--- config.mk ---
export PLATFORM = sky130hd
export DESIGN_NAME = redriver_control
export DESIGN_NICKNAME = d
export VERILOG_FILES = /design/src/strap_latch.sv /design/src/redriver_control.sv
export SDC_FILE = /design/constraint.sdc
export NUM_CORES = 1
export LEC_CHECK = 0
export BUFFER_PORTS_ARGS = -buffer_cell sky130_fd_sc_hd__buf_2
export CORE_ASPECT_RATIO = 0.75
export CORE_MARGIN = 1
export CORE_UTILIZATION = 49
export CTS_BUF_LIST = sky130_fd_sc_hd__clkbuf_8
export DETAILED_ROUTE_END_ITERATION = 8
export GPL_ROUTABILITY_DRIVEN = 0
export PLACE_DENSITY = 0.68
export SETUP_SLACK_MARGIN = 0.1
export SYNTH_ARGS = -nofsm -noshare
export SYNTH_HDL_FRONTEND = slang
export SYNTH_SLANG_ARGS = --single-unit
--- constraint.sdc ---
create_clock -name clk -period 2.2 [get_ports clk]
set_clock_uncertainty 0.15 [all_clocks]
set_input_delay 0.11 -clock clk [delete_from_list [all_inputs] [get_ports clk]]
set_output_delay 0.11 -clock clk [all_outputs]
set_load 0.005 [all_outputs]
--- src/strap_latch.sv ---
// Purpose: Shared constants and types, and the four-level strap decoder and latch
// Assumes: Each strap arrives as three threshold comparator outputs (thermometer)
// Notes:   Codes are captured once, on the capture pulse after internal reset
package redriver_pkg;
  localparam int unsigned CLK_MHZ              = 50;
  localparam int unsigned POWER_GOOD_DELAY_US  = 500;
  localparam int unsigned POWER_GOOD_CYCLES    = POWER_GOOD_DELAY_US * CLK_MHZ;
  localparam int unsigned STRAP_HOLD_TIME_US   = 10;
  localparam int unsigned STRAP_HOLD_CYCLES    = STRAP_HOLD_TIME_US * CLK_MHZ;
  localparam int unsigned STRAP_SETUP_TIME_US  = 50;
  localparam int unsigned RX_DETECT_INTERVAL_MS = 12;
  localparam int unsigned RX_DETECT_CYCLES     = RX_DETECT_INTERVAL_MS * 1000 * CLK_MHZ;

  localparam int unsigned NUM_STRAPS    = 6;
  localparam int unsigned STRAP_MODE    = 0;
  localparam int unsigned STRAP_EQ0     = 1;
  localparam int unsigned STRAP_EQ1     = 2;
  localparam int unsigned STRAP_SSEQ0   = 3;
  localparam int unsigned STRAP_SSEQ1   = 4;
  localparam int unsigned STRAP_ADDR_HI = 5;

  localparam logic [2:0] THERMO_R = 3'h1;
  localparam logic [2:0] THERMO_F = 3'h3;
  localparam logic [2:0] THERMO_1 = 3'h7;
  localparam logic [1:0] LEVEL_0  = 2'h0;
  localparam logic [1:0] LEVEL_R  = 2'h1;
  localparam logic [1:0] LEVEL_F  = 2'h2;
  localparam logic [1:0] LEVEL_1  = 2'h3;

  localparam logic [4:0] ADDR_UPPER_0 = 5'h11;
  localparam logic [4:0] ADDR_UPPER_R = 5'h08;
  localparam logic [4:0] ADDR_UPPER_F = 5'h04;
  localparam logic [4:0] ADDR_UPPER_1 = 5'h03;

  localparam logic [7:0] REG_CTRL        = 8'h00;
  localparam logic [7:0] REG_RX_EQ       = 8'h01;
  localparam logic [7:0] REG_HOST_EQ     = 8'h02;
  localparam logic [7:0] REG_STATUS      = 8'h03;
  localparam int unsigned CTRL_PATH_EN_BIT = 0;
  localparam int unsigned CTRL_ORIENT_BIT  = 1;
  localparam logic [7:0] CTRL_RESET      = 8'h00;
  localparam logic [7:0] RX_EQ_RESET     = 8'h00;
  localparam logic [7:0] HOST_EQ_RESET   = 8'h00;

  typedef logic [2:0] strap_thermo_type;
  typedef logic [1:0] strap_code_type;

  typedef struct packed {
    logic [3:0] rx1;
    logic [3:0] rx2;
    logic [3:0] host;
  } eq_set_type;

  typedef struct packed {
    logic term_conn;
    logic term_host;
    logic eidle_conn;
    logic eidle_host;
    logic lfps_conn;
    logic lfps_host;
    logic u2_entry_lfps;
  } link_in_type;

  typedef enum logic [3:0] {
    LS_DISCONNECT = 4'b0001,
    LS_U0         = 4'b0010,
    LS_U1         = 4'b0100,
    LS_U2U3       = 4'b1000
  } link_state_type;

  typedef enum logic [9:0] {
    I2C_IDLE     = 10'b0000000001,
    I2C_ADDR     = 10'b0000000010,
    I2C_ADDR_ACK = 10'b0000000100,
    I2C_OFFS     = 10'b0000001000,
    I2C_OFFS_ACK = 10'b0000010000,
    I2C_WDATA    = 10'b0000100000,
    I2C_WACK     = 10'b0001000000,
    I2C_RDATA    = 10'b0010000000,
    I2C_RACK     = 10'b0100000000,
    I2C_WAIT_P   = 10'b1000000000
  } i2c_state_type;
endpackage : redriver_pkg

`timescale 1ns/1ps
module strap_latch (
  input  wire logic                                                 clk,
  input  wire logic                                                 rst_n,
  input  wire logic                                                 capture,
  input  wire redriver_pkg::strap_thermo_type [redriver_pkg::NUM_STRAPS-1:0] level,
  output      redriver_pkg::strap_code_type   [redriver_pkg::NUM_STRAPS-1:0] code
);
  import redriver_pkg::*;

  strap_code_type [NUM_STRAPS-1:0] code_q;

  genvar gi;
  generate
    for (gi = 0; gi < NUM_STRAPS; gi++) begin : g_strap
      always_ff @(posedge clk) begin
        if (!rst_n) begin
          code_q[gi] <= LEVEL_0;
        end else if (capture) begin
          case (level[gi])
            THERMO_R: code_q[gi] <= LEVEL_R;
            THERMO_F: code_q[gi] <= LEVEL_F;
            THERMO_1: code_q[gi] <= LEVEL_1;
            default:  code_q[gi] <= LEVEL_0;
          endcase
        end
      end
    end
  endgenerate

  assign code = code_q;
endmodule : strap_latch

--- src/redriver_control.sv ---
// Purpose: Control logic of a linear USB redriver with 2:1 mux
// Assumes: All inputs synchronous to clk; rst_n release marks supply at minimum
// Notes:   Register target answers only in I2C mode; sda drives low only
`timescale 1ns/1ps
module redriver_control #(
  parameter int unsigned PG_CYCLES    = redriver_pkg::POWER_GOOD_CYCLES,
  parameter int unsigned RXDET_CYCLES = redriver_pkg::RX_DETECT_CYCLES
) (
  input  wire logic                                clk,
  input  wire logic                                rst_n,
  input  wire redriver_pkg::strap_thermo_type      mode_strap,
  input  wire redriver_pkg::strap_thermo_type [1:0] conn_rx_eq_straps,
  input  wire redriver_pkg::strap_thermo_type [1:0] host_tx_eq_straps,
  input  wire redriver_pkg::strap_thermo_type      addr_hi_strap,
  input  wire logic                                path_enable_pin,
  input  wire logic                                orientation_pin,
  input  wire redriver_pkg::link_in_type           link_in,
  input  wire logic                                scl,
  input  wire logic                                sda_in,
  output      logic                                sda_out,
  output      logic                                sda_oe,
  output      logic                                power_good,
  output      logic                                strap_bias_en,
  output      logic                                i2c_mode,
  output      logic [6:0]                          target_addr,
  output      logic                                path_active,
  output      logic                                orient_lane2,
  output      redriver_pkg::eq_set_type            eq_set,
  output      logic [2:0]                          eq_enable,
  output      redriver_pkg::link_state_type        link_state,
  output      logic                                rx_term_en,
  output      logic                                tx_cm_en,
  output      logic                                redrive_en,
  output      logic                                rx_detect_req
);
  import redriver_pkg::*;

  localparam logic [15:0] PG_LAST   = 16'(PG_CYCLES - 1);
  localparam logic [9:0]  HOLD_LAST = 10'(STRAP_HOLD_CYCLES - 1);
  localparam logic [19:0] DET_LAST  = 20'(RXDET_CYCLES - 1);

  ////////////////////////////////////////////////////////////////////////////
  // Internal power-good and strap capture
  logic [15:0]     pg_cnt_q;
  logic            pg_q;
  logic            capture_q;
  logic [9:0]      hold_cnt_q;
  logic            bias_q;
  logic            latched_q;
  strap_thermo_type [NUM_STRAPS-1:0] strap_lvl;
  strap_code_type   [NUM_STRAPS-1:0] strap_code;

  always_ff @(posedge clk) begin
    if (!rst_n) begin
      pg_cnt_q  <= 16'h0000;
      pg_q      <= 1'b0;
      capture_q <= 1'b0;
    end else begin
      capture_q <= 1'b0;
      if (!pg_q) begin
        if (pg_cnt_q == PG_LAST) begin
          pg_q      <= 1'b1;
          capture_q <= 1'b1;
        end else begin
          pg_cnt_q <= pg_cnt_q + 16'h0001;
        end
      end
    end
  end

  always_ff @(posedge clk) begin
    if (!rst_n) begin
      hold_cnt_q <= 10'h000;
      bias_q     <= 1'b1;
      latched_q  <= 1'b0;
    end else begin
      if (capture_q) begin
        latched_q <= 1'b1;
      end
      if (latched_q && bias_q) begin
        if (hold_cnt_q == HOLD_LAST) begin
          bias_q <= 1'b0;
        end else begin
          hold_cnt_q <= hold_cnt_q + 10'h001;
        end
      end
    end
  end

  assign strap_lvl[STRAP_MODE]    = mode_strap;
  assign strap_lvl[STRAP_EQ0]     = conn_rx_eq_straps[0];
  assign strap_lvl[STRAP_EQ1]     = conn_rx_eq_straps[1];
  assign strap_lvl[STRAP_SSEQ0]   = host_tx_eq_straps[0];
  assign strap_lvl[STRAP_SSEQ1]   = host_tx_eq_straps[1];
  assign strap_lvl[STRAP_ADDR_HI] = addr_hi_strap;

  strap_latch u_straps (
    .clk     (clk),
    .rst_n   (rst_n),
    .capture (capture_q),
    .level   (strap_lvl),
    .code    (strap_code)
  );

  // Low address strap shares the first host-side equalization strap
  strap_code_type addr_lo_strap;
  logic [4:0]     addr_upper;
  logic [6:0]     addr_d;
  logic           mode_i2c;

  assign addr_lo_strap = strap_code[STRAP_SSEQ0];
  assign mode_i2c      = latched_q && (strap_code[STRAP_MODE] != LEVEL_0);

  always_comb begin
    case (strap_code[STRAP_ADDR_HI])
      LEVEL_R: addr_upper = ADDR_UPPER_R;
      LEVEL_F: addr_upper = ADDR_UPPER_F;
      LEVEL_1: addr_upper = ADDR_UPPER_1;
      default: addr_upper = ADDR_UPPER_0;
    endcase
    addr_d = {addr_upper, addr_lo_strap};
  end

  ////////////////////////////////////////////////////////////////////////////
  // I2C target and register file
  logic [7:0]    ctrl_q;
  logic [7:0]    rx_eq_q;
  logic [7:0]    host_eq_q;
  logic [7:0]    ptr_q;
  logic [7:0]    shift_q;
  logic [7:0]    tx_q;
  logic [3:0]    bit_cnt_q;
  logic          rw_q;
  logic          racked_q;
  logic          scl_q;
  logic          sda_q;
  logic          drive_q;
  i2c_state_type i2c_q;
  logic          scl_rise;
  logic          scl_fall;
  logic          start_seen;
  logic          stop_seen;
  logic [7:0]    rd_byte;
  link_state_type ls_q;

  assign scl_rise   = scl && !scl_q;
  assign scl_fall   = !scl && scl_q;
  assign start_seen = scl && scl_q && sda_q && !sda_in;
  assign stop_seen  = scl && scl_q && !sda_q && sda_in;

  always_comb begin
    case (ptr_q)
      REG_CTRL:    rd_byte = ctrl_q;
      REG_RX_EQ:   rd_byte = rx_eq_q;
      REG_HOST_EQ: rd_byte = host_eq_q;
      REG_STATUS:  rd_byte = {4'h0, ls_q};
      default:     rd_byte = 8'h00;
    endcase
  end

  always_ff @(posedge clk) begin
    if (!rst_n) begin
      scl_q <= 1'b1;
      sda_q <= 1'b1;
    end else begin
      scl_q <= scl;
      sda_q <= sda_in;
    end
  end

  always_ff @(posedge clk) begin
    if (!rst_n) begin
      i2c_q     <= I2C_IDLE;
      ptr_q     <= 8'h00;
      shift_q   <= 8'h00;
      tx_q      <= 8'h00;
      bit_cnt_q <= 4'h0;
      rw_q      <= 1'b0;
      racked_q  <= 1'b0;
      drive_q   <= 1'b0;
      ctrl_q    <= CTRL_RESET;
      rx_eq_q   <= RX_EQ_RESET;
      host_eq_q <= HOST_EQ_RESET;
    end else if (!mode_i2c) begin
      i2c_q   <= I2C_IDLE;
      drive_q <= 1'b0;
    end else if (start_seen) begin
      i2c_q     <= I2C_ADDR;
      bit_cnt_q <= 4'h0;
      drive_q   <= 1'b0;
    end else if (stop_seen) begin
      i2c_q   <= I2C_IDLE;
      drive_q <= 1'b0;
    end else begin
      if (scl_rise) begin
        shift_q   <= {shift_q[6:0], sda_in};
        bit_cnt_q <= bit_cnt_q + 4'h1;
        if (i2c_q == I2C_RACK) begin
          racked_q <= !sda_in;
        end
      end
      case (i2c_q)
        I2C_IDLE, I2C_WAIT_P: begin
          drive_q <= 1'b0;
        end
        I2C_ADDR: begin
          if (scl_fall && bit_cnt_q == 4'h8) begin
            if (shift_q[7:1] == target_addr) begin
              rw_q    <= shift_q[0];
              drive_q <= 1'b1;
              i2c_q   <= I2C_ADDR_ACK;
            end else begin
              i2c_q <= I2C_WAIT_P;
            end
          end
        end
        I2C_ADDR_ACK: begin
          if (scl_fall) begin
            bit_cnt_q <= 4'h0;
            if (rw_q) begin
              tx_q    <= rd_byte;
              drive_q <= !rd_byte[7];
              ptr_q   <= ptr_q + 8'h01;
              i2c_q   <= I2C_RDATA;
            end else begin
              drive_q <= 1'b0;
              i2c_q   <= I2C_OFFS;
            end
          end
        end
        I2C_OFFS: begin
          if (scl_fall && bit_cnt_q == 4'h8) begin
            ptr_q   <= shift_q;
            drive_q <= 1'b1;
            i2c_q   <= I2C_OFFS_ACK;
          end
        end
        I2C_OFFS_ACK, I2C_WACK: begin
          if (scl_fall) begin
            bit_cnt_q <= 4'h0;
            drive_q   <= 1'b0;
            i2c_q     <= I2C_WDATA;
          end
        end
        I2C_WDATA: begin
          if (scl_fall && bit_cnt_q == 4'h8) begin
            case (ptr_q)
              REG_CTRL:    ctrl_q    <= shift_q;
              REG_RX_EQ:   rx_eq_q   <= shift_q;
              REG_HOST_EQ: host_eq_q <= shift_q;
              default:     ;
            endcase
            ptr_q   <= ptr_q + 8'h01;
            drive_q <= 1'b1;
            i2c_q   <= I2C_WACK;
          end
        end
        I2C_RDATA: begin
          if (scl_fall) begin
            if (bit_cnt_q == 4'h8) begin
              drive_q   <= 1'b0;
              bit_cnt_q <= 4'h0;
              i2c_q     <= I2C_RACK;
            end else begin
              tx_q    <= {tx_q[6:0], 1'b0};
              drive_q <= !tx_q[6];
            end
          end
        end
        I2C_RACK: begin
          if (scl_fall) begin
            bit_cnt_q <= 4'h0;
            if (racked_q) begin
              tx_q    <= rd_byte;
              drive_q <= !rd_byte[7];
              ptr_q   <= ptr_q + 8'h01;
              i2c_q   <= I2C_RDATA;
            end else begin
              i2c_q <= I2C_WAIT_P;
            end
          end
        end
        default: begin
          i2c_q   <= I2C_IDLE;
          drive_q <= 1'b0;
        end
      endcase
    end
  end

  ////////////////////////////////////////////////////////////////////////////
  // Path steering and equalization
  logic       path_en;
  logic       orient;
  eq_set_type eq_d;

  always_comb begin
    if (mode_i2c) begin
      path_en  = ctrl_q[CTRL_PATH_EN_BIT];
      orient   = ctrl_q[CTRL_ORIENT_BIT];
      eq_d.rx1  = rx_eq_q[3:0];
      eq_d.rx2  = rx_eq_q[7:4];
      eq_d.host = host_eq_q[3:0];
    end else begin
      path_en   = path_enable_pin;
      orient    = orientation_pin;
      eq_d.rx1  = {strap_code[STRAP_EQ1], strap_code[STRAP_EQ0]};
      eq_d.rx2  = {strap_code[STRAP_EQ1], strap_code[STRAP_EQ0]};
      eq_d.host = {strap_code[STRAP_SSEQ1], strap_code[STRAP_SSEQ0]};
    end
  end

  logic       path_q;
  logic       orient_q;
  eq_set_type eq_q;
  logic [2:0] eq_en_q;

  always_ff @(posedge clk) begin
    if (!rst_n) begin
      path_q   <= 1'b0;
      orient_q <= 1'b0;
      eq_q     <= '0;
      eq_en_q  <= 3'h0;
    end else begin
      path_q   <= pg_q && path_en;
      orient_q <= orient;
      eq_q     <= eq_d;
      // Bit 2 rx1, bit 1 rx2, bit 0 host receiver
      eq_en_q  <= {!link_in.lfps_conn, !link_in.lfps_conn, !link_in.lfps_host};
    end
  end

  ////////////////////////////////////////////////////////////////////////////
  // Link-state machine
  logic [19:0] det_cnt_q;
  logic        det_q;
  logic        both_term;
  logic        both_idle;
  logic        any_lfps;

  assign both_term = link_in.term_conn && link_in.term_host;
  assign both_idle = link_in.eidle_conn && link_in.eidle_host;
  assign any_lfps  = link_in.lfps_conn || link_in.lfps_host;

  always_ff @(posedge clk) begin
    if (!rst_n || !path_q) begin
      ls_q <= LS_DISCONNECT;
    end else begin
      case (ls_q)
        LS_DISCONNECT: begin
          if (both_term) begin
            ls_q <= LS_U0;
          end
        end
        LS_U0: begin
          if (both_idle) begin
            ls_q <= LS_U1;
          end
        end
        LS_U1: begin
          if (!both_idle) begin
            ls_q <= LS_U0;
          end else if (link_in.u2_entry_lfps) begin
            ls_q <= LS_U2U3;
          end
        end
        LS_U2U3: begin
          if (!both_term) begin
            ls_q <= LS_DISCONNECT;
          end else if (any_lfps) begin
            ls_q <= LS_U0;
          end
        end
        default: ls_q <= LS_DISCONNECT;
      endcase
    end
  end

  always_ff @(posedge clk) begin
    if (!rst_n) begin
      det_cnt_q <= 20'h00000;
      det_q     <= 1'b0;
    end else begin
      det_q <= 1'b0;
      if (pg_q && path_q && (ls_q == LS_DISCONNECT || ls_q == LS_U2U3)) begin
        if (det_cnt_q == DET_LAST) begin
          det_cnt_q <= 20'h00000;
          det_q     <= 1'b1;
        end else begin
          det_cnt_q <= det_cnt_q + 20'h00001;
        end
      end else begin
        det_cnt_q <= 20'h00000;
      end
    end
  end

  logic term_q;
  logic cm_q;
  logic redrive_q;

  always_ff @(posedge clk) begin
    if (!rst_n) begin
      term_q    <= 1'b0;
      cm_q      <= 1'b0;
      redrive_q <= 1'b0;
    end else begin
      term_q    <= path_q && (ls_q != LS_DISCONNECT);
      cm_q      <= path_q && (ls_q == LS_U0 || ls_q == LS_U1);
      redrive_q <= path_q && (ls_q == LS_U0);
    end
  end

  ////////////////////////////////////////////////////////////////////////////
  // Output registers
  logic [6:0] addr_q;

  always_ff @(posedge clk) begin
    if (!rst_n) begin
      addr_q <= 7'h00;
    end else begin
      addr_q <= addr_d;
    end
  end

  assign target_addr   = addr_q;
  assign sda_out       = 1'b0;
  assign sda_oe        = drive_q;
  assign power_good    = pg_q;
  assign strap_bias_en = bias_q;
  assign i2c_mode      = latched_q && (strap_code[STRAP_MODE] != LEVEL_0);
  assign path_active   = path_q;
  assign orient_lane2  = orient_q;
  assign eq_set        = eq_q;
  assign eq_enable     = eq_en_q;
  assign link_state    = ls_q;
  assign rx_term_en    = term_q;
  assign tx_cm_en      = cm_q;
  assign redrive_en    = redrive_q;
  assign rx_detect_req = det_q;
endmodule : redriver_control

==> results of run 1 <==
## metal layers
metal	wire length (µm)	vias to the layer above
met3	1460	29
met5	0	-
met2	9330	249
met4	255	0
li1	-	3481
met1	10000	3356
## cell usage in the layout (no fill, tap or decap), types with 8 or more instances in the layout
cell and n:
o21ai_0 11, xor2_1 30, ha_1 12, nor2_1 94, buf_4 96, nand4_1 12
buf_6 17, clkbuf_8 18, buf_2 67, a21oi_1 55, nand2_2 24, nor3_1 22
nor4_1 9, a211oi_2 8, nand2_1 97, dlygate4sd3_1 29, a21oi_2 26, nand3_1 37
and3_1 17, inv_1 17, dfxtp_1 148, xnor2_1 30, mux2i_1 12, and2_1 9
nand2b_1 23
## kinds of logic after synthesis
logic type	synth area share
and+or+nand+nor	0.275
AOI/OAI and AO/OA	0.139
DFF	0.428
buffers and inverters	0.0431
xor gates and xnor gates	0.0707
muxes	0.0207
adders and majority gates	0.0219
other	0.000505
## cell type report
type	instances	area share
multi-input combinational	667	0.445
sequential	159	0.320
timing repair buffer	215	0.167
tap	200	0.0250
clock buffer	18	0.0247
clock inverter	13	0.0116
inverter	18	0.00699
## registers in the layout (all words and copies together) (netlist names), 2 cells and up
signal / count
bit_cnt_q: 4
ctrl_q: 8
det_cnt_q: 20
eq_enable: 2
eq_set: 12
hold_cnt_q: 10
host_eq_q: 8
i2c_q: 10
link_state: 4
pg_cnt_q: 16
ptr_q: 8
rx_eq_q: 8
shift_q: 8
target_addr: 7
tx_q: 7
u_straps.code: 12
## power breakdown
group | internal (W) | total (W) | switching, W
registers | 0.00288 | 0.00289 | 0.00000960
logic | 0.000105 | 0.000214 | 0.000108
clock network | 0.000924 | 0.00206 | 0.00114
## through the flow
| step | TNS (ps) | setup WS [ps] | cells | area, µm² |
|---|---|---|---|---|
| after floorplan | -34.3 | -34.3 | 900 | 7450 |
| after global placement | -939 | -105 | 1207 | 8570 |
| after detailed placement | -2200 | -191 | 1207 | 8570 |
| after CTS | -78.5 | -13.6 | 1279 | 9720 |
| after global routing | -3930 | -137 | 1290 | 10000 |
| final | -1500 | -79.6 | 1290 | 10000 |
## timing repair
action / 4_1_cts / 5_1_grt
endpoints found under the hold margin: 30 / 0
pin swaps: 68 / 41
hold buffers: 29 / 0
gates cloned: 1 / 2
setup buffers: 11 / 9
gates resized for setup: 107 / 53
endpoints found under the setup margin: 56 / 56
## how the worst max path moves through the flow
stage / slack, ps / endpoint / cells past startpoint
4_1_cts: -10 / ptr_q[5] / 9
5_1_grt: -140 / ptr_q[6] / 6
2_1_floorplan: -30 / ptr_q[7] / 8
3_5_place_dp: -190 / ptr_q[1] / 7
6_report: -80 / ptr_q[2] / 7
3_3_place_gp: -110 / ptr_q[1] / 7
## worst max-delay path: stages, from the launching register on
cell and delay, ps:
dfxtp_4 370, or4_4 580, or2_4 300, nor3b_4 250, o21bai_4 150, buf_6 170
o21ai_1 130, a21oi_1 80
==> results_dict.tcl, run 1 <==
set metrics [dict create \
    status "finished with violations" \
    failed_checks "setup timing" \
    totalWireLength_mm 21.1 \
    clkTransAtPathRegs_ps 90 \
    reg2regPathDepth 7 \
    r2r_setup_slack_ps -80 \
    synth_seq_cells 159 \
    area_growth_pct 34.8 \
    grt_pass1_vias 6475 \
    tritoncts "done" \
    synth_top_cells_by_count "159 x dfxtp_1, 125 x nand2_1, 98 x nor2_1, 81 x a21oi_1" \
    holdWs_ps 39.9 \
    insertion_delay_ps 460 \
    num_rows 38 \
    critPathLaunchType "register" \
    drc_errors 0 \
    synthDistinctLibCells 68 \
    max_cap_viol_count 0 \
    num_vias 7115 \
    rsz0062_at_grt "yes" \
    max_freq_mhz 439 \
    required_ps 2400 \
    pin_count 68 \
    synth_edf_count 0 \
    p_total_w 0.00517 \
    h-tree-depth 4 \
    fin_nets 1122 \
    ant_nets 0 \
    port_buffers 66 \
    hpwl_mm 13.6 \
    clk_path_buf_depth 2 \
    crit_type "register to register" \
    hold_depth 5 \
    met1_usage 0.393 \
    worst_pin_slew_ps 912 \
    die_area_mm2 0.0157 \
    crit_start "i2c_q[2]" \
    ys_async_sr_fraction 0 \
    worstReg2RegEnd "ptr_q[2]" \
    setup_violations 33 \
    cts_root_buf "clkbuf_8" \
    dr.first_iter.drc_count 542 \
    p_per_area_mw_per_mm2 516 \
    cp_max_fo 8 \
    grt-ovfl-total 0 \
    grt_max_degree 38 \
    gr-usage-all-layers 0.271 \
    hold_end "link_state[3]" \
    ir_worst_vdd_uv 460 \
    fin_crit_ps 2280 \
    routedWlPerCell_um 16.4 \
    diodes 0 \
    min_path_type "input port to register" \
    hold_path.startpoint "link_in[0]" \
    relSlewSlack 0.392 \
    ys_seq_area_frac 0.428 \
    synth_area_leaders "dfxtp_1 43%, nand2_1 6.3%, a21oi_1 5.5%" \
    antenna_found_initial 0 \
    critPathArrivalTime_ps 2480 \
    yosysMostFrequentCell "dfxtp_1" \
    synthFlopType "dfxtp_1" \
    drive_gt1_frac 0.319 \
    die_w_um 144 \
    busiest_layer "met2" \
    gr-usage-met2 0.411 \
    cts.sinks 159 \
    p_leak_nw 3.84 \
    dr.pass1.iters 6 \
    postLayoutCoreUtil 0.684 \
    core_mm2 0.0146 \
    synth_largest_area_cell "dfxtp_1" \
    hold_viol 0 \
    initial_core_util 0.507 \
    syn_area_mm2 0.00743 \
    die_h_um 109 \
    multi_input_area_mm2 0.00446 \
    rr_startpoint "i2c_q[2]" \
    seq_area_mm2 0.00321 \
    vias_per_cell 5.52 \
    syn_inst 900 \
    syn_nets 944 \
    nFillCells 1182 \
    use_met3 0.0553 \
    numCtsBuffers 17 \
    setup_ws_ps -79.6 \
    crit_path_end_kind "register" \
    synth_top_cell_area_share 0.428 \
    slew_viol_final 0 \
    timing.final.crit_share 1.04 \
    grt_first_pass_wirelength_mm 32.7 \
    yosysWarnings 0 \
    syn_area_per_cell_um2 8.26 \
]
Note: power is estimated with default switching activity, not from simulation.
==> run 2, diff against run 1 <==
- CORE_MARGIN: 1 -> 5
==> run 2 against run 1 <==
Net effect:
- the flow still finishes with violations (setup timing)
- critical path depth up 2
- first-iteration DRC count up 7.9%
- die area rose by 13%
- wire length shrank 0.30%
- final cell count hardly changed
- sequential share of layout area decreased by 0.22 points
- count of clock-buffer cells in the layout stayed put
- cell area grew 0.84%
- non-clock buffer count shrank 8
- setup slack lost 17 ps
- sequential cell count unchanged
- combinational power is essentially flat
==> results_dict.tcl, run 2 (same netlist as run 1, synthesis figures left out) <==
set metrics [dict create \
    status "finished with violations" \
    failed_checks "setup timing" \
    port_buffers 66 \
    p_per_area_mw_per_mm2 536 \
    ir_worst_vdd_uv 403 \
    relSlewSlack 0.623 \
    grt_first_pass_wirelength_mm 33.6 \
    dr.first_iter.drc_count 585 \
    holdWs_ps 84.4 \
    setup_violations 20 \
    cts_root_buf "clkbuf_8" \
    die_area_mm2 0.0178 \
    reg_top3 "det_cnt_q x20, pg_cnt_q x16" \
    largest_register_ffs 20 \
    totalWireLength_mm 21.0 \
    grt-ovfl-total 0 \
    die_h_um 117 \
    place_area_mm2 0.00848 \
    nFillCells 1237 \
    drc_errors 0 \
    routedWlPerCell_um 16.3 \
    fin_nets 1115 \
    pin_count 68 \
    insertion_delay_ps 470 \
    h-tree-depth 4 \
    fin_crit_ps 2300 \
    max_freq_mhz 435 \
    rsz0062_at_grt "yes" \
    cts.sinks 159 \
    num_rows 39 \
    die_w_um 152 \
    core_mm2 0.0150 \
    grt_max_degree 46 \
    required_ps 2420 \
    critPathArrivalTime_ps 2510 \
    crit_path_end_kind "register" \
    area_growth_pct 36.0 \
    numCtsBuffers 17 \
    timing.final.crit_share 1.04 \
    gr-usage-all-layers 0.234 \
    critPathLaunchType "input port" \
    top_register "det_cnt_q" \
    hpwl_mm 13.6 \
    drive_gt1_frac 0.316 \
    min_path_type "input port to register" \
    dr.pass1.iters 5 \
    final_cell_mix "142 x dfxtp_1, 97 x nand2_1, 93 x nor2_1" \
    p_leak_nw 3.79 \
    cp_max_fo 9 \
    tritoncts "done" \
    clkTransAtPathRegs_ps 90 \
    clk_path_buf_depth 2 \
    initial_core_util 0.494 \
    worst_pin_slew_ps 565 \
    vias_per_cell 5.48 \
    hold_viol 0 \
    final_common_cell "dfxtp_1" \
    setup_ws_ps -96.2 \
    ant_nets 0 \
    antenna_found_initial 0 \
    crit_type "input port to register" \
    diodes 0 \
    max_cap_viol_count 0 \
    num_vias 7066 \
    stdcell_area_mm2 0.0101 \
    grt_pass1_vias 6621 \
    slew_viol_final 0 \
]
run 2: cell types whose count changed in the layout (fill, tap and decap cells not counted), sizes merged:
cell	delta
buf	-11
clkinv	-4
inv	+2
bufbuf	-1
o21bai	+1
dlygate4sd3	+4
bufinv	+1
clkinvlp	+2
run 2: where the power goes:
| group | switching, W | internal [W] |
|---|---|---|
| Sequential | 0.00000894 | 0.00288 |
| Clock | 0.00123 | 0.00108 |
| Combinational | 0.000106 | 0.000105 |
| Total | 0.00134 | 0.00407 |
run 2: final timing paths:
path / slack (ps) / endpoint / cells after the start / start
max reg2reg: -90 / tx_q[0] / 9 / i2c_q[1]
min: 80 / link_state[0] / 5 / link_in[5]
max: -100 / tx_q[0] / 9 / scl
min reg2reg: 310 / host_eq_q[4] / 2 / host_eq_q[4]
run 2: critical path: stages:
cell and delay (ps):
dlygate4sd3_1 540, buf_4 170, and4b_2 250, nand2b_4 150
or4_4 570, a211oi_4 280, buf_12 170, mux2i_1 220
nor2_1 60
run 2: metrics by stage:
stage | setup TNS [ps] | total power (W) | util | setup WS [ps] | std cells
6_report | -656 | 0.00541 | 0.672 | -96.2 | 1289
3_5_place_dp | -1560 | 0.00311 | 0.564 | -154 | 1200
2_1_floorplan | -34.3 | 0.00304 | - | -34.3 | 900
3_3_place_gp | -1030 | 0.00311 | 0.564 | -89.1 | 1200
4_1_cts | 0 | 0.00544 | 0.645 | 0.772 | 1277
5_1_grt | -4000 | 0.00559 | 0.672 | -143 | 1289
run 2: per-layer routing:
metal  vias up  share of wire  GRT usage
met5         -              0          0
met4         0          0.020     0.0790
met3        44          0.074     0.0574
met2       250           0.42      0.348
met1      3301           0.48      0.334
li1       3471              -          -
run 2: final cells by class:
type | count | area [µm²] | share of cell area
multi-input cells | 668 | 4520 | 0.448
flip-flops and latches | 159 | 3210 | 0.318
repair buffers | 207 | 1620 | 0.160
well taps | 205 | 256 | 0.0254
clock buffers | 18 | 248 | 0.0245
clock inverters | 14 | 175 | 0.0173
inverters | 18 | 67.6 | 0.00669
run 2: timing repair:
action,CTS,global route
pin swaps,32,56
endpoints found under the hold margin,36,0
setup endpoints to repair,58,58
setup buffers,9,12
resized for setup,86,84
hold buffers,33,0
gates cloned,3,0
